$ cat src/logic/tmds_pkg.sv
// Shared constants of the tandem monitor defect sink.
package tmds_pkg;
   // Multiframe layout, frame numbers counted from 1.
   localparam logic [11:0] TMDS_FAS_WORD   = 12'hFFE;
   localparam logic [6:0]  TMDS_MF_LEN     = 7'h4C;
   localparam logic [6:0]  TMDS_FAS_END    = 7'h06;
   localparam logic [6:0]  TMDS_TTI_FIRST  = 7'h09;
   localparam logic [6:0]  TMDS_TTI_LAST   = 7'h48;
   localparam logic [6:0]  TMDS_RDI_FRM    = 7'h49;
   localparam logic [6:0]  TMDS_ODI_FRM    = 7'h4A;
   // Persistence counts.
   localparam logic [2:0]  TMDS_UNEQ_CNT   = 3'h5;
   localparam logic [1:0]  TMDS_TIM_CNT    = 2'h3;
   // Register byte offsets.
   localparam logic [7:0]  TMDS_REG_CTRL   = 8'h00;
   localparam logic [7:0]  TMDS_REG_THR    = 8'h04;
   localparam logic [7:0]  TMDS_REG_DEGM   = 8'h08;
   localparam logic [7:0]  TMDS_REG_STAT   = 8'h0C;
   localparam logic [7:0]  TMDS_REG_NCNT   = 8'h10;
   localparam logic [7:0]  TMDS_REG_FCNT   = 8'h14;
   localparam logic [7:0]  TMDS_REG_OCNT   = 8'h18;
   localparam logic [7:0]  TMDS_REG_DSEC   = 8'h1C;
   localparam logic [7:0]  TMDS_REG_TRACE  = 8'h20;
   // Control bit positions and values after reset.
   localparam int          TMDS_CTL_SUP    = 0;
   localparam int          TMDS_CTL_TOFF   = 1;
   localparam int          TMDS_CTL_RSSF   = 2;
   localparam int          TMDS_CTL_RRDI   = 3;
   localparam int          TMDS_CTL_RODI   = 4;
   localparam logic [4:0]  TMDS_CTRL_RST   = 5'h01;
   localparam logic [15:0] TMDS_THR_RST    = 16'h0001;
   localparam logic [3:0]  TMDS_DEGM_RST   = 4'h3;
endpackage

$ cat src/logic/tmds_mfa.sv
// Multiframe aligner on the two low bits of the tandem overhead byte.
`timescale 1ns/10ps
module tmds_mfa
   import tmds_pkg::*;
(
   input  wire logic       i_clk,
   input  wire logic       i_nrst,
   input  wire logic       i_stb,
   input  wire logic [1:0] i_bits,
   output logic            o_locked,
   output logic            o_stb,
   output logic [6:0]      o_idx,
   output logic [1:0]      o_bits
);
   logic [11:0] sr_r;
   logic [11:0] sr_nxt;
   logic [6:0]  idx_r;
   logic [6:0]  idx_nxt;
   logic        locked_r;
   logic        err_r;
   logic        stb_r;
   logic [1:0]  bits_r;

   assign sr_nxt  = {sr_r[9:0], i_bits};
   assign idx_nxt = (idx_r == TMDS_MF_LEN) ? 7'h01 : idx_r + 7'h01;

   always_ff @(posedge i_clk)
   begin
      if (!i_nrst)
      begin
         sr_r     <= 12'h000;
         idx_r    <= 7'h00;
         locked_r <= 1'b0;
         err_r    <= 1'b0;
         stb_r    <= 1'b0;
         bits_r   <= 2'h0;
      end
      else
      begin
         stb_r <= i_stb;
         if (i_stb)
         begin
            sr_r   <= sr_nxt;
            bits_r <= i_bits;
            if (!locked_r)
            begin
               if (sr_nxt == TMDS_FAS_WORD)
               begin
                  locked_r <= 1'b1;
                  idx_r    <= TMDS_FAS_END;
                  err_r    <= 1'b0;
               end
            end
            else
            begin
               idx_r <= idx_nxt;
               if (idx_nxt == TMDS_FAS_END)
               begin
                  if (sr_nxt != TMDS_FAS_WORD)
                  begin
                     if (err_r)
                        locked_r <= 1'b0;
                     err_r <= 1'b1;
                  end
                  else
                     err_r <= 1'b0;
               end
            end
         end
      end
   end

   assign o_locked = locked_r;
   assign o_stb    = stb_r;
   assign o_idx    = idx_r;
   assign o_bits   = bits_r;
endmodule

$ cat src/logic/tmds_pm.sv
// One-second performance counts and degrade evaluation.
`timescale 1ns/10ps
module tmds_pm
   import tmds_pkg::*;
#(
   parameter int CNT_W = 16
)
(
   input  wire logic             i_clk,
   input  wire logic             i_nrst,
   input  wire logic             i_tick,
   input  wire logic             i_trail_fail,
   input  wire logic             i_equip_fault,
   input  wire logic             i_remote,
   input  wire logic             i_outgoing,
   input  wire logic             i_near_blk,
   input  wire logic             i_far_blk,
   input  wire logic             i_out_blk,
   input  wire logic [CNT_W-1:0] i_thr,
   input  wire logic [3:0]       i_deg_m,
   output logic [CNT_W-1:0]      o_near_cnt,
   output logic [CNT_W-1:0]      o_far_cnt,
   output logic [CNT_W-1:0]      o_out_cnt,
   output logic [2:0]            o_dsec,
   output logic                  o_degrade
);
   function automatic logic [CNT_W-1:0] bump(input logic [CNT_W-1:0] v, input logic e);
      return (e && v != '1) ? v + {{(CNT_W-1){1'b0}}, 1'b1} : v;
   endfunction

   logic [CNT_W-1:0] nacc_r;
   logic [CNT_W-1:0] facc_r;
   logic [CNT_W-1:0] oacc_r;
   logic [2:0]       ds_r;
   logic [2:0]       ds_nxt;
   logic [3:0]       bad_r;
   logic [3:0]       good_r;
   logic             bad_sec;

   assign ds_nxt  = ds_r | {i_outgoing, i_remote, i_trail_fail | i_equip_fault};
   assign bad_sec = bump(nacc_r, i_near_blk) >= i_thr;

   always_ff @(posedge i_clk)
   begin
      if (!i_nrst)
      begin
         nacc_r     <= '0;
         facc_r     <= '0;
         oacc_r     <= '0;
         ds_r       <= 3'h0;
         o_near_cnt <= '0;
         o_far_cnt  <= '0;
         o_out_cnt  <= '0;
         o_dsec     <= 3'h0;
      end
      else if (i_tick)
      begin
         o_near_cnt <= bump(nacc_r, i_near_blk);
         o_far_cnt  <= bump(facc_r, i_far_blk);
         o_out_cnt  <= bump(oacc_r, i_out_blk);
         o_dsec     <= ds_nxt;
         nacc_r     <= '0;
         facc_r     <= '0;
         oacc_r     <= '0;
         ds_r       <= 3'h0;
      end
      else
      begin
         nacc_r <= bump(nacc_r, i_near_blk);
         facc_r <= bump(facc_r, i_far_blk);
         oacc_r <= bump(oacc_r, i_out_blk);
         ds_r   <= ds_nxt;
      end
   end

   // Degrade sets after m bad seconds in a row and clears after m good ones.
   always_ff @(posedge i_clk)
   begin
      if (!i_nrst)
      begin
         bad_r     <= 4'h0;
         good_r    <= 4'h0;
         o_degrade <= 1'b0;
      end
      else if (i_tick)
      begin
         if (bad_sec)
         begin
            good_r <= 4'h0;
            bad_r  <= (bad_r == 4'hF) ? bad_r : bad_r + 4'h1;
            if ({1'b0, bad_r} + 5'h01 >= {1'b0, i_deg_m})
               o_degrade <= 1'b1;
         end
         else
         begin
            bad_r  <= 4'h0;
            good_r <= (good_r == 4'hF) ? good_r : good_r + 4'h1;
            if ({1'b0, good_r} + 5'h01 >= {1'b0, i_deg_m})
               o_degrade <= 1'b0;
         end
      end
   end
endmodule

$ cat src/logic/tmds_sink.sv
// Tandem monitor defect sink: link sampling, defects, causes and registers.
//
// The address map and strobed register access were decided locally.
`timescale 1ns/10ps
////////////////////////////////////////////////////////////////////////////////
// Functional notes
// - Unequipped defect sets after five frames in a row with a zero overhead byte.
// - Unequipped defect clears after five frames in a row with a non-zero byte.
// - Lost-tandem defect follows the aligner: on when lost, off when locked.
// - Trace mismatch rises and clears within one second without bit errors.
// - Trace mismatch is held off while incoming server fail is present.
// - A control bit switches trace mismatch detection off.
// - Degrade comes from parity block errors and drives trail degrade directly.
// - Remote defect follows the remote bit of the multiframe.
// - Outgoing defect follows the outgoing bit of the multiframe.
// - Trail fail is server fail, unequipped, mismatch or lost-tandem.
// - Unequipped cause direct; lost-tandem cause only without unequipped.
// - Mismatch cause only without unequipped and lost-tandem.
// - Degrade cause only without mismatch and lost-tandem.
// - Server fail cause needs its report option, which resets off.
// - Remote cause needs option and no unequipped, mismatch, lost-tandem.
// - Outgoing cause needs option and no unequipped, mismatch, lost-tandem.
// - Per second: defect seconds and errored block sums.
// - Aligner searches the alignment word and keeps checking it.
// - Two errored alignment words in a row lose the multiframe.
// - One clean alignment word regains the multiframe.
// - Near block error when parity count differs from carried count.
////////////////////////////////////////////////////////////////////////////////
module tmds_sink
   import tmds_pkg::*;
#(
   parameter logic [11:0] NR_POS = 12'h003,
   parameter logic [11:0] EM_POS = 12'h002,
   parameter int          CNT_W  = 16
)
(
   input  wire logic        i_clk,
   input  wire logic        i_nrst,
   input  wire logic        i_link_clk,
   input  wire logic        i_link_fs,
   input  wire logic [7:0]  i_link_data,
   input  wire logic        i_server_fail,
   input  wire logic        i_equip_fault,
   input  wire logic        i_tick_1s,
   input  wire logic [7:0]  i_addr,
   input  wire logic [31:0] i_wdata,
   input  wire logic        i_wr,
   input  wire logic        i_rd,
   output logic [31:0]      o_rdata,
   output logic             o_trail_fail_out,
   output logic             o_trail_degrade_out,
   output logic             o_unequipped_cause,
   output logic             o_lost_tandem_cause,
   output logic             o_trace_mismatch_cause,
   output logic             o_degrade_cause,
   output logic             o_server_fail_cause,
   output logic             o_remote_defect_cause,
   output logic             o_outgoing_defect_cause
);
   function automatic logic [3:0] ones(input logic [7:0] v);
      logic [3:0] n;
      n = 4'h0;
      for (int i = 0; i < 8; i++)
         n = n + {3'h0, v[i]};
      return n;
   endfunction

   ////////////////////////////////////////////////////////////////////////////
   // Link sampling: clock, frame start, server fail and data pass three stages.
   logic [10:0] s1_r;
   logic [10:0] s2_r;
   logic [10:0] s3_r;
   logic        lclk_r;
   logic        ssf_r;
   logic        stb;
   logic        fs;
   logic [7:0]  lbyte;

   always_ff @(posedge i_clk)
   begin
      if (!i_nrst)
      begin
         s1_r   <= 11'h000;
         s2_r   <= 11'h000;
         s3_r   <= 11'h000;
         lclk_r <= 1'b0;
         ssf_r  <= 1'b0;
      end
      else
      begin
         s1_r <= {i_link_clk, i_link_fs, i_server_fail, i_link_data};
         s2_r <= s1_r;
         s3_r <= s2_r;
         if (s2_r[10] == s3_r[10])
            lclk_r <= s3_r[10];
         if (s2_r[8] == s3_r[8])
            ssf_r <= s3_r[8];
      end
   end

   assign stb   = s2_r[10] && s3_r[10] && !lclk_r;
   assign fs    = s3_r[9];
   assign lbyte = s3_r[7:0];

   ////////////////////////////////////////////////////////////////////////////
   // Frame position, parity and overhead byte extraction.
   logic [11:0] pos_r;
   logic [11:0] cur_pos;
   logic [7:0]  par_r;
   logic [7:0]  prev_par_r;
   logic [3:0]  em_err_r;
   logic        is_nr;
   logic        near_blk;

   assign cur_pos  = fs ? 12'h000 : pos_r;
   assign is_nr    = stb && cur_pos == NR_POS;
   assign near_blk = is_nr && em_err_r != lbyte[7:4];

   always_ff @(posedge i_clk)
   begin
      if (!i_nrst)
      begin
         pos_r      <= 12'h000;
         par_r      <= 8'h00;
         prev_par_r <= 8'h00;
         em_err_r   <= 4'h0;
      end
      else if (stb)
      begin
         pos_r <= cur_pos + 12'h001;
         if (fs)
         begin
            prev_par_r <= par_r;
            par_r      <= lbyte;
         end
         else
            par_r <= par_r ^ lbyte;
         if (cur_pos == EM_POS)
            em_err_r <= ones(prev_par_r ^ lbyte);
      end
   end

   ////////////////////////////////////////////////////////////////////////////
   // Unequipped detection.
   logic [2:0] zero_cnt_r;
   logic [2:0] nz_cnt_r;
   logic       uneq_r;

   always_ff @(posedge i_clk)
   begin
      if (!i_nrst)
      begin
         zero_cnt_r <= 3'h0;
         nz_cnt_r   <= 3'h0;
         uneq_r     <= 1'b0;
      end
      else if (is_nr)
      begin
         if (lbyte == 8'h00)
         begin
            nz_cnt_r <= 3'h0;
            if (zero_cnt_r != TMDS_UNEQ_CNT)
               zero_cnt_r <= zero_cnt_r + 3'h1;
            if (zero_cnt_r + 3'h1 >= TMDS_UNEQ_CNT)
               uneq_r <= 1'b1;
         end
         else
         begin
            zero_cnt_r <= 3'h0;
            if (nz_cnt_r != TMDS_UNEQ_CNT)
               nz_cnt_r <= nz_cnt_r + 3'h1;
            if (nz_cnt_r + 3'h1 >= TMDS_UNEQ_CNT)
               uneq_r <= 1'b0;
         end
      end
   end

   ////////////////////////////////////////////////////////////////////////////
   // Multiframe content: trace, remote and outgoing bits.
   logic         locked;
   logic         mf_stb;
   logic [6:0]   mf_idx;
   logic [1:0]   mf_bits;
   logic         mf_end;
   logic [127:0] trace_r;
   logic [31:0]  exp_r [4];
   logic         rdi_pend_r;
   logic         odi_pend_r;
   logic         remote_r;
   logic         outgoing_r;
   logic         tim_raw_r;
   logic [1:0]   tim_cnt_r;
   logic         tim_def;
   logic         mism;
   logic [4:0]   ctrl_r;

   tmds_mfa u_mfa (
      .i_clk    (i_clk),
      .i_nrst   (i_nrst),
      .i_stb    (is_nr),
      .i_bits   (lbyte[1:0]),
      .o_locked (locked),
      .o_stb    (mf_stb),
      .o_idx    (mf_idx),
      .o_bits   (mf_bits)
   );

   assign mf_end  = mf_stb && locked && mf_idx == TMDS_MF_LEN;
   assign mism    = trace_r != {exp_r[0], exp_r[1], exp_r[2], exp_r[3]};
   assign tim_def = tim_raw_r && !ssf_r && !ctrl_r[TMDS_CTL_TOFF];

   always_ff @(posedge i_clk)
   begin
      if (!i_nrst)
      begin
         trace_r    <= '0;
         rdi_pend_r <= 1'b0;
         odi_pend_r <= 1'b0;
         remote_r   <= 1'b0;
         outgoing_r <= 1'b0;
         tim_raw_r  <= 1'b0;
         tim_cnt_r  <= 2'h0;
      end
      else if (mf_stb)
      begin
         if (mf_idx >= TMDS_TTI_FIRST && mf_idx <= TMDS_TTI_LAST)
            trace_r <= {trace_r[125:0], mf_bits};
         if (mf_idx == TMDS_RDI_FRM)
            rdi_pend_r <= mf_bits[0];
         if (mf_idx == TMDS_ODI_FRM)
            odi_pend_r <= mf_bits[1];
         if (mf_end)
         begin
            remote_r   <= rdi_pend_r;
            outgoing_r <= odi_pend_r;
            if (mism != tim_raw_r)
            begin
               tim_cnt_r <= tim_cnt_r + 2'h1;
               if (tim_cnt_r + 2'h1 == TMDS_TIM_CNT)
               begin
                  tim_raw_r <= mism;
                  tim_cnt_r <= 2'h0;
               end
            end
            else
               tim_cnt_r <= 2'h0;
         end
      end
   end

   ////////////////////////////////////////////////////////////////////////////
   // Consequent actions, correlations and performance.
   logic             ltc;
   logic             tsf;
   logic             deg;
   logic             sup;
   logic [15:0]      thr_r;
   logic [3:0]       degm_r;
   logic [CNT_W-1:0] ncnt;
   logic [CNT_W-1:0] fcnt;
   logic [CNT_W-1:0] ocnt;
   logic [2:0]       dsec;

   assign ltc = !locked;
   assign tsf = ssf_r || uneq_r || tim_def || ltc;
   assign sup = ctrl_r[TMDS_CTL_SUP];

   tmds_pm #(.CNT_W(CNT_W)) u_pm (
      .i_clk         (i_clk),
      .i_nrst        (i_nrst),
      .i_tick        (i_tick_1s),
      .i_trail_fail  (tsf),
      .i_equip_fault (i_equip_fault),
      .i_remote      (remote_r),
      .i_outgoing    (outgoing_r),
      .i_near_blk    (near_blk),
      .i_far_blk     (is_nr && lbyte[3]),
      .i_out_blk     (is_nr && lbyte[2]),
      .i_thr         (CNT_W'(thr_r)),
      .i_deg_m       (degm_r),
      .o_near_cnt    (ncnt),
      .o_far_cnt     (fcnt),
      .o_out_cnt     (ocnt),
      .o_dsec        (dsec),
      .o_degrade     (deg)
   );

   always_ff @(posedge i_clk)
   begin
      if (!i_nrst)
      begin
         o_trail_fail_out        <= 1'b0;
         o_trail_degrade_out     <= 1'b0;
         o_unequipped_cause      <= 1'b0;
         o_lost_tandem_cause     <= 1'b0;
         o_trace_mismatch_cause  <= 1'b0;
         o_degrade_cause         <= 1'b0;
         o_server_fail_cause     <= 1'b0;
         o_remote_defect_cause   <= 1'b0;
         o_outgoing_defect_cause <= 1'b0;
      end
      else
      begin
         o_trail_fail_out        <= tsf;
         o_trail_degrade_out     <= deg;
         // Every cause is gated by supervision.
         o_unequipped_cause      <= sup && uneq_r;
         o_lost_tandem_cause     <= sup && !uneq_r && ltc;
         o_trace_mismatch_cause  <= sup && !uneq_r && !ltc && tim_def;
         o_degrade_cause         <= sup && !tim_def && !ltc && deg;
         o_server_fail_cause     <= sup && ssf_r && ctrl_r[TMDS_CTL_RSSF];
         o_remote_defect_cause   <= sup && !uneq_r && !tim_def && !ltc && remote_r
                                    && ctrl_r[TMDS_CTL_RRDI];
         o_outgoing_defect_cause <= sup && !uneq_r && !tim_def && !ltc && outgoing_r
                                    && ctrl_r[TMDS_CTL_RODI];
      end
   end

   ////////////////////////////////////////////////////////////////////////////
   // Register port.
   always_ff @(posedge i_clk)
   begin
      if (!i_nrst)
      begin
         ctrl_r <= TMDS_CTRL_RST;
         thr_r  <= TMDS_THR_RST;
         degm_r <= TMDS_DEGM_RST;
         exp_r  <= '{default: 32'h0000_0000};
      end
      else if (i_wr)
      begin
         if (i_addr == TMDS_REG_CTRL)
            ctrl_r <= i_wdata[4:0];
         if (i_addr == TMDS_REG_THR)
            thr_r <= i_wdata[15:0];
         if (i_addr == TMDS_REG_DEGM)
            degm_r <= i_wdata[3:0];
         if (i_addr[7:4] == TMDS_REG_TRACE[7:4] && i_addr[1:0] == 2'h0)
            exp_r[i_addr[3:2]] <= i_wdata;
      end
   end

   always_ff @(posedge i_clk)
   begin
      if (!i_nrst || !i_rd)
         o_rdata <= 32'h0000_0000;
      else if (i_addr[7:4] == TMDS_REG_TRACE[7:4] && i_addr[1:0] == 2'h0)
         o_rdata <= exp_r[i_addr[3:2]];
      else
      begin
         unique case (i_addr)
            TMDS_REG_CTRL: o_rdata <= {27'h0, ctrl_r};
            TMDS_REG_THR:  o_rdata <= {16'h0, thr_r};
            TMDS_REG_DEGM: o_rdata <= {28'h0, degm_r};
            TMDS_REG_STAT: o_rdata <= {25'h0, ssf_r, outgoing_r, remote_r, deg,
                                       tim_def, ltc, uneq_r};
            TMDS_REG_NCNT: o_rdata <= 32'(ncnt);
            TMDS_REG_FCNT: o_rdata <= 32'(fcnt);
            TMDS_REG_OCNT: o_rdata <= 32'(ocnt);
            TMDS_REG_DSEC: o_rdata <= {29'h0, dsec};
            default:       o_rdata <= 32'h0000_0000;
         endcase
      end
   end
endmodule

$ cat config.mk
export PLATFORM = sky130hd
export DESIGN_NAME = tmds_sink
export DESIGN_NICKNAME = d
export VERILOG_FILES = /design/src/logic/tmds_pkg.sv /design/src/logic/tmds_mfa.sv /design/src/logic/tmds_pm.sv /design/src/logic/tmds_sink.sv
export SDC_FILE = /design/constraint.sdc
export NUM_CORES = 1
export LEC_CHECK = 0
export BUFFER_PORTS_ARGS = -buffer_cell sky130_fd_sc_hd__buf_2
export CORE_MARGIN = 8
export CORE_UTILIZATION = 40
export CTS_BUF_LIST = sky130_fd_sc_hd__clkbuf_16
export CTS_CLUSTER_DIAMETER = 60
export CTS_CLUSTER_SIZE = 12
export DETAILED_ROUTE_END_ITERATION = 10
export SYNTH_ARGS = -nofsm -noshare
export SYNTH_HDL_FRONTEND = slang
export SYNTH_SLANG_ARGS = --single-unit
$ cat constraint.sdc
create_clock -name i_clk -period 6.8 [get_ports i_clk]
set_input_delay 1.36 -clock i_clk [delete_from_list [all_inputs] [get_ports i_clk]]
set_output_delay 1.36 -clock i_clk [all_outputs]
set_load 0.01 [all_outputs]
==> tab_implementation.tex <==
\begin{tabular}{lr}
\hline
Metric & Value \\
\hline
\multicolumn{2}{l}{\textbf{Status}} \\
\quad Run status & completed \\
\multicolumn{2}{l}{\textbf{Placement}} \\
\quad Input/output buffers & 97 \\
\quad Post-place instance area & 23900 um2 \\
\quad RD Place Congestion & 0.8578 \\
\quad Worst setup slack after placement & 2.025 ns \\
\quad Final HPWL from detailed placement & 45730 um \\
\multicolumn{2}{l}{\textbf{STA}} \\
\quad Final Critical Period & 4.790 ns \\
\quad Period utilisation layout & 70.45\% \\
\quad Worst clock skew on the final layout & 0.01474 ns \\
\quad Max-slew headroom at the worst pin & 27.77\% \\
\quad Unrepaired setup endpoints after global routing & no \\
\quad Total count of max-transition violations in the final report & 0 \\
\quad Fmax & 208.8 MHz \\
\quad Post-route worst setup slack & 2.010 ns \\
\quad Transition time at the pin with the least slew margin & 1.083 ns \\
\quad Final-layout setup total negative slack & 0 ns \\
\quad Endpoints failing hold & 0 \\
\quad Number of endpoints failing setup at the final stage & 0 \\
\multicolumn{2}{l}{\textbf{Route}} \\
\quad Count of TritonRoute iterations in the first routing pass & 6 \\
\quad Post-route DRC violation count & 0 \\
\quad Final ANT Viol Nets & 0 \\
\quad Post-detailed-route via-to-cell ratio & 5.452 \\
\quad Via count & 19090 \\
\quad Initial detailed-routing violation count & 1608 \\
\quad Wire length per cell & 19.42 um \\
\quad Final Routed Wirelength & 67980 um \\
\multicolumn{2}{l}{\textbf{GRT}} \\
\quad Overall overflow remaining after global route & 0 \\
\quad Antenna violations before repair & 12 \\
\quad Maximum number of pins on one net before global-route repair & 179 \\
\quad Aggregate global-route resource usage & 19.97\% \\
\quad First-pass GRT wire length & 105300 um \\
\quad Number of global-route vias before repair & 18280 \\
\multicolumn{2}{l}{\textbf{Synth}} \\
\quad Share of synthesized cell area in full adder, half adder and majority cells & 2.801\% \\
\quad FFs w/ async S/R, synth & 0\% \\
\quad Number of nets produced by synthesis & 2815 \\
\quad Multiplexer share of the synthesized area & 4.065\% \\
\quad Synth warn & 0 \\
\quad Number of distinct library cell variants in the gate-level netlist after synthesis & 78 \\
\quad Post-synthesis compound-gate area fraction & 14.37\% \\
\quad Number of register bits inferred by synthesis & 534 \\
\quad Cell count after synthesis & 2709 \\
\quad Synth Cell Area & 22960 um2 \\
\quad Xor/xnor share of the synthesized area & 7.514\% \\
\quad Combinational family with the most area after synthesis & simple AND/OR/NAND/NOR gates \\
\quad Portion of the post-synthesis area used by sequential elements & 46.55\% \\
\quad Synth Flop Type & sky130\_fd\_sc\_hd\_\_dfxtp\_1 \\
\quad Post-Syn Area per Cell & 8.477 um2 \\
\quad Post-Synth Simple-Gate Area & 20.55\% \\
\quad Number of enable flip-flop cells after synthesis & 0 \\
\multicolumn{2}{l}{\textbf{Power and ir drop}} \\
\quad Standby leakage power & 9.093 nW \\
\quad Switching power & 1.351 mW \\
\quad Cell Int Power & 4.714 mW \\
\quad Clock power share & 44.6\% \\
\quad Power per cell area & 238.6 nW/um2 \\
\quad Switching part of the total & 22.27\% \\
\quad Portion of total power attributed to combinational logic & 3.1\% \\
\quad Sequential fraction of design power & 52.3\% \\
\quad VDD IR max & 0.1756 mV \\
\multicolumn{2}{l}{\textbf{Setup path}} \\
\quad Critical Path Max Stage Delay & 0.73 ns \\
\quad Worst EP required & 7.31 ns \\
\quad Standard cell with the maximum stage delay on the critical path & sky130\_fd\_sc\_hd\_\_a41oi\_2 \\
\quad Highest net fanout along the worst path & 31 \\
\quad Path depth of the worst reg2reg path & 17 \\
\quad Crit path capture type & flop \\
\quad Arrival time worst endpoint & 5.30 ns \\
\quad Crit path buffers/inverters & 2 \\
\quad Stages on worst setup path & 17 \\
\quad CP Class & flop to flop \\
\quad Ordered cell list for the critical path & buf\_4 > nor2b\_1 > ha\_1 > and2\_1 > nand3\_1 > a41oi\_2 > nand3\_1 > xor2\_1 > inv\_1 > ha\_1 > a211o\_1 > a21oi\_1 > o21ai\_0 > a211o\_1 > a2111oi\_0 > o211ai\_1 > o31ai\_1 \\
\quad Dominant delay contributor by cell family on the critical path & compound AO/OA/AOI/OAI gates \\
\quad Nature of the critical path startpoint & flop \\
\multicolumn{2}{l}{\textbf{Final layout}} \\
\quad Area added between synthesis and finish & 10.69\% \\
\quad Core Util, Final & 44.39\% \\
\quad Fraction of final layout cells sized beyond drive strength 1 & 8.871\% \\
\quad Finished Cell Area & 25420 um2 \\
\quad Final net count & 2821 \\
\quad Fill count & 5676 \\
\multicolumn{2}{l}{\textbf{Floorplan}} \\
\quad Area of the die & 65330 um2 \\
\quad Height of the die & 255.6 um \\
\quad Die Wd & 255.6 um \\
\quad Starting density of the core & 40.11\% \\
\quad I/O pin cnt & 98 \\
\quad Floorplan core area & 57250 um2 \\
\quad Placement row count & 88 \\
\multicolumn{2}{l}{\textbf{Clock tree}} \\
\quad Hold buffer count at CTS & 0 \\
\quad Maximum clock path buffer count & 3 \\
\quad TritonCTS clock tree & done \\
\quad CTS sink count & 534 \\
\quad Post-cts repair resize count & 0 \\
\quad Clk Latency, worst-skew pair & 0.60 ns \\
\quad Clock buffers created by TritonCTS & 53 \\
\quad Total number of H-tree levels & 2 \\
\quad Buffers inserted by post-CTS timing repair & 0 \\
\quad Library cell used as clock root buffer & sky130\_fd\_sc\_hd\_\_clkbuf\_16 \\
\quad Clock-pin slew on the worst setup and hold paths & 0.06 ns \\
\multicolumn{2}{l}{\textbf{Worst hold path}} \\
\quad Hold WC Path Type & flop to flop \\
\quad Hold Path Cell Cnt & 1 \\
\multicolumn{2}{l}{\textbf{Job}} \\
\quad Max Cap Viol & 0 \\
\hline
\end{tabular}
area by class of cell:
class,count,area [um2],share of cell area [%]
Multi-Input combinational cell,1946,11350,44.66
Antenna cell,8,20.02,0.07876
Timing Repair Buffer,119,663.1,2.609
Sequential cell,534,10690,42.06
Clock inverter,13,122.6,0.4824
Tap cell,765,957.2,3.766
Inverter,61,236.5,0.9303
Clock buffer,55,1376,5.415
through the flow:
step | hold WS [ns] | total power, mW | instances
after floorplan | 0.4119 | 3.350 | 2709
after global placement | 0.4140 | 3.425 | 3425
after detailed placement | 0.4177 | 3.427 | 3425
after CTS | 0.4285 | 6.120 | 3493
after global routing | 0.4416 | 6.265 | 3494
final | 0.4272 | 6.064 | 3501
cell usage after synthesis (all sizes together) (5+ instances only):
master / instances / area [um2]
a221oi: 11 / 96.34
nand4: 51 / 319.1
nor4: 19 / 146.4
a21oi: 371 / 1857
buf: 36 / 196.4
o21ai: 87 / 435.4
a211oi: 12 / 90.09
a222oi: 5 / 50.05
nand3: 64 / 320.3
nor3: 16 / 106.4
o31ai: 8 / 60.06
nor2: 128 / 488.0
xor2: 71 / 621.9
inv: 61 / 229.0
nand2b: 9 / 56.30
a22o: 10 / 87.58
and4: 9 / 81.33
xnor2: 126 / 1104
dfxtp: 534 / 10690
mux4: 32 / 720.7
a22oi: 21 / 157.7
mux2i: 19 / 190.2
o22ai: 5 / 31.28
a21o: 8 / 60.06
a31oi: 7 / 43.79
nand2: 661 / 2481
and3: 20 / 126.4
ha: 45 / 563.0
nor2b: 9 / 56.30
and2: 62 / 390.4
clkbuf: 132 / 526.8
kinds of logic after synthesis:
group | Yosys count
XOR/XNOR | 197
AND/OR/NAND/NOR | 1065
buffers and inverters | 229
multiplexers | 53
flip-flops | 534
adder cells (fa/ha/maj) | 49
AO/OA/AOI/OAI | 582
layout by cell type (no fill, tap or decap), types with 11 or more instances in the layout:
cell,count
sky130_fd_sc_hd__nand2_1,659
sky130_fd_sc_hd__dfxtp_1,534
sky130_fd_sc_hd__a21oi_1,371
sky130_fd_sc_hd__xnor2_1,126
sky130_fd_sc_hd__nor2_1,123
sky130_fd_sc_hd__buf_2,97
sky130_fd_sc_hd__o21ai_0,86
sky130_fd_sc_hd__xor2_1,71
sky130_fd_sc_hd__nand3_1,64
sky130_fd_sc_hd__inv_1,62
sky130_fd_sc_hd__and2_1,61
sky130_fd_sc_hd__clkbuf_16,55
sky130_fd_sc_hd__nand4_1,51
sky130_fd_sc_hd__ha_1,45
sky130_fd_sc_hd__mux4_2,32
sky130_fd_sc_hd__a22oi_1,21
sky130_fd_sc_hd__buf_4,21
sky130_fd_sc_hd__mux2i_1,19
sky130_fd_sc_hd__and3_1,18
sky130_fd_sc_hd__nor4_1,15
sky130_fd_sc_hd__a211oi_1,12
sky130_fd_sc_hd__nor3_1,12
sky130_fd_sc_hd__a221oi_1,11
per-layer routing:
layer | routed length (um) | global-route usage, % | part of all wire (%) | up-vias
li1 | - | - | - | 9187
met1 | 30380 | 26.92 | 45 | 9216
met2 | 30490 | 31.25 | 45 | 562
met3 | 5120 | 4.839 | 7.5 | 111
met4 | 1920 | 6.447 | 2.8 | 10
met5 | 62 | 0 | 0.091 | -
path summary, 6_finish.rpt:
check | slack, ns | to | start
setup / recovery | 2.01 | u_pm.good_r[1] | s3_r[9]
hold / removal | 0.43 | s2_r[1] | s1_r[1]
setup reg to reg | 2.01 | u_pm.good_r[1] | s3_r[9]
hold reg to reg | 0.43 | s2_r[1] | s1_r[1]
sequential cells by signal, summed over array words and instances, names as in the netlist, 12 cells and up:
signal	flops
thr_r	16
u_pm.o_near_cnt	16
exp_r	128
u_pm.o_far_cnt	16
u_pm.o_out_cnt	16
pos_r	12
u_pm.nacc_r	16
o_rdata	32
u_pm.facc_r	16
u_pm.oacc_r	16
trace_r	128
worst register-to-register path, cell delays in order, from the launching register on:
cell and delay [ns]:
sky130_fd_sc_hd__dfxtp_1 0.29, sky130_fd_sc_hd__buf_4 0.21, sky130_fd_sc_hd__nor2b_1 0.27, sky130_fd_sc_hd__ha_1 0.31
sky130_fd_sc_hd__and2_1 0.26, sky130_fd_sc_hd__nand3_1 0.24, sky130_fd_sc_hd__a41oi_2 0.73, sky130_fd_sc_hd__nand3_1 0.18
sky130_fd_sc_hd__xor2_1 0.26, sky130_fd_sc_hd__inv_1 0.08, sky130_fd_sc_hd__ha_1 0.29, sky130_fd_sc_hd__a211o_1 0.26
sky130_fd_sc_hd__a21oi_1 0.10, sky130_fd_sc_hd__o21ai_0 0.12, sky130_fd_sc_hd__a211o_1 0.30, sky130_fd_sc_hd__a2111oi_0 0.52
sky130_fd_sc_hd__o211ai_1 0.19, sky130_fd_sc_hd__o31ai_1 0.10
power by group through the flow:
stage	registers (mW)	clock network, mW	logic [mW]
after floorplan	3.23	0	0.116
after global placement	3.24	0	0.185
after detailed placement	3.24	0	0.187
after CTS	3.17	2.76	0.188
after global routing	3.17	2.89	0.206
final	3.17	2.71	0.187
Power figures use the tool's default switching activity.
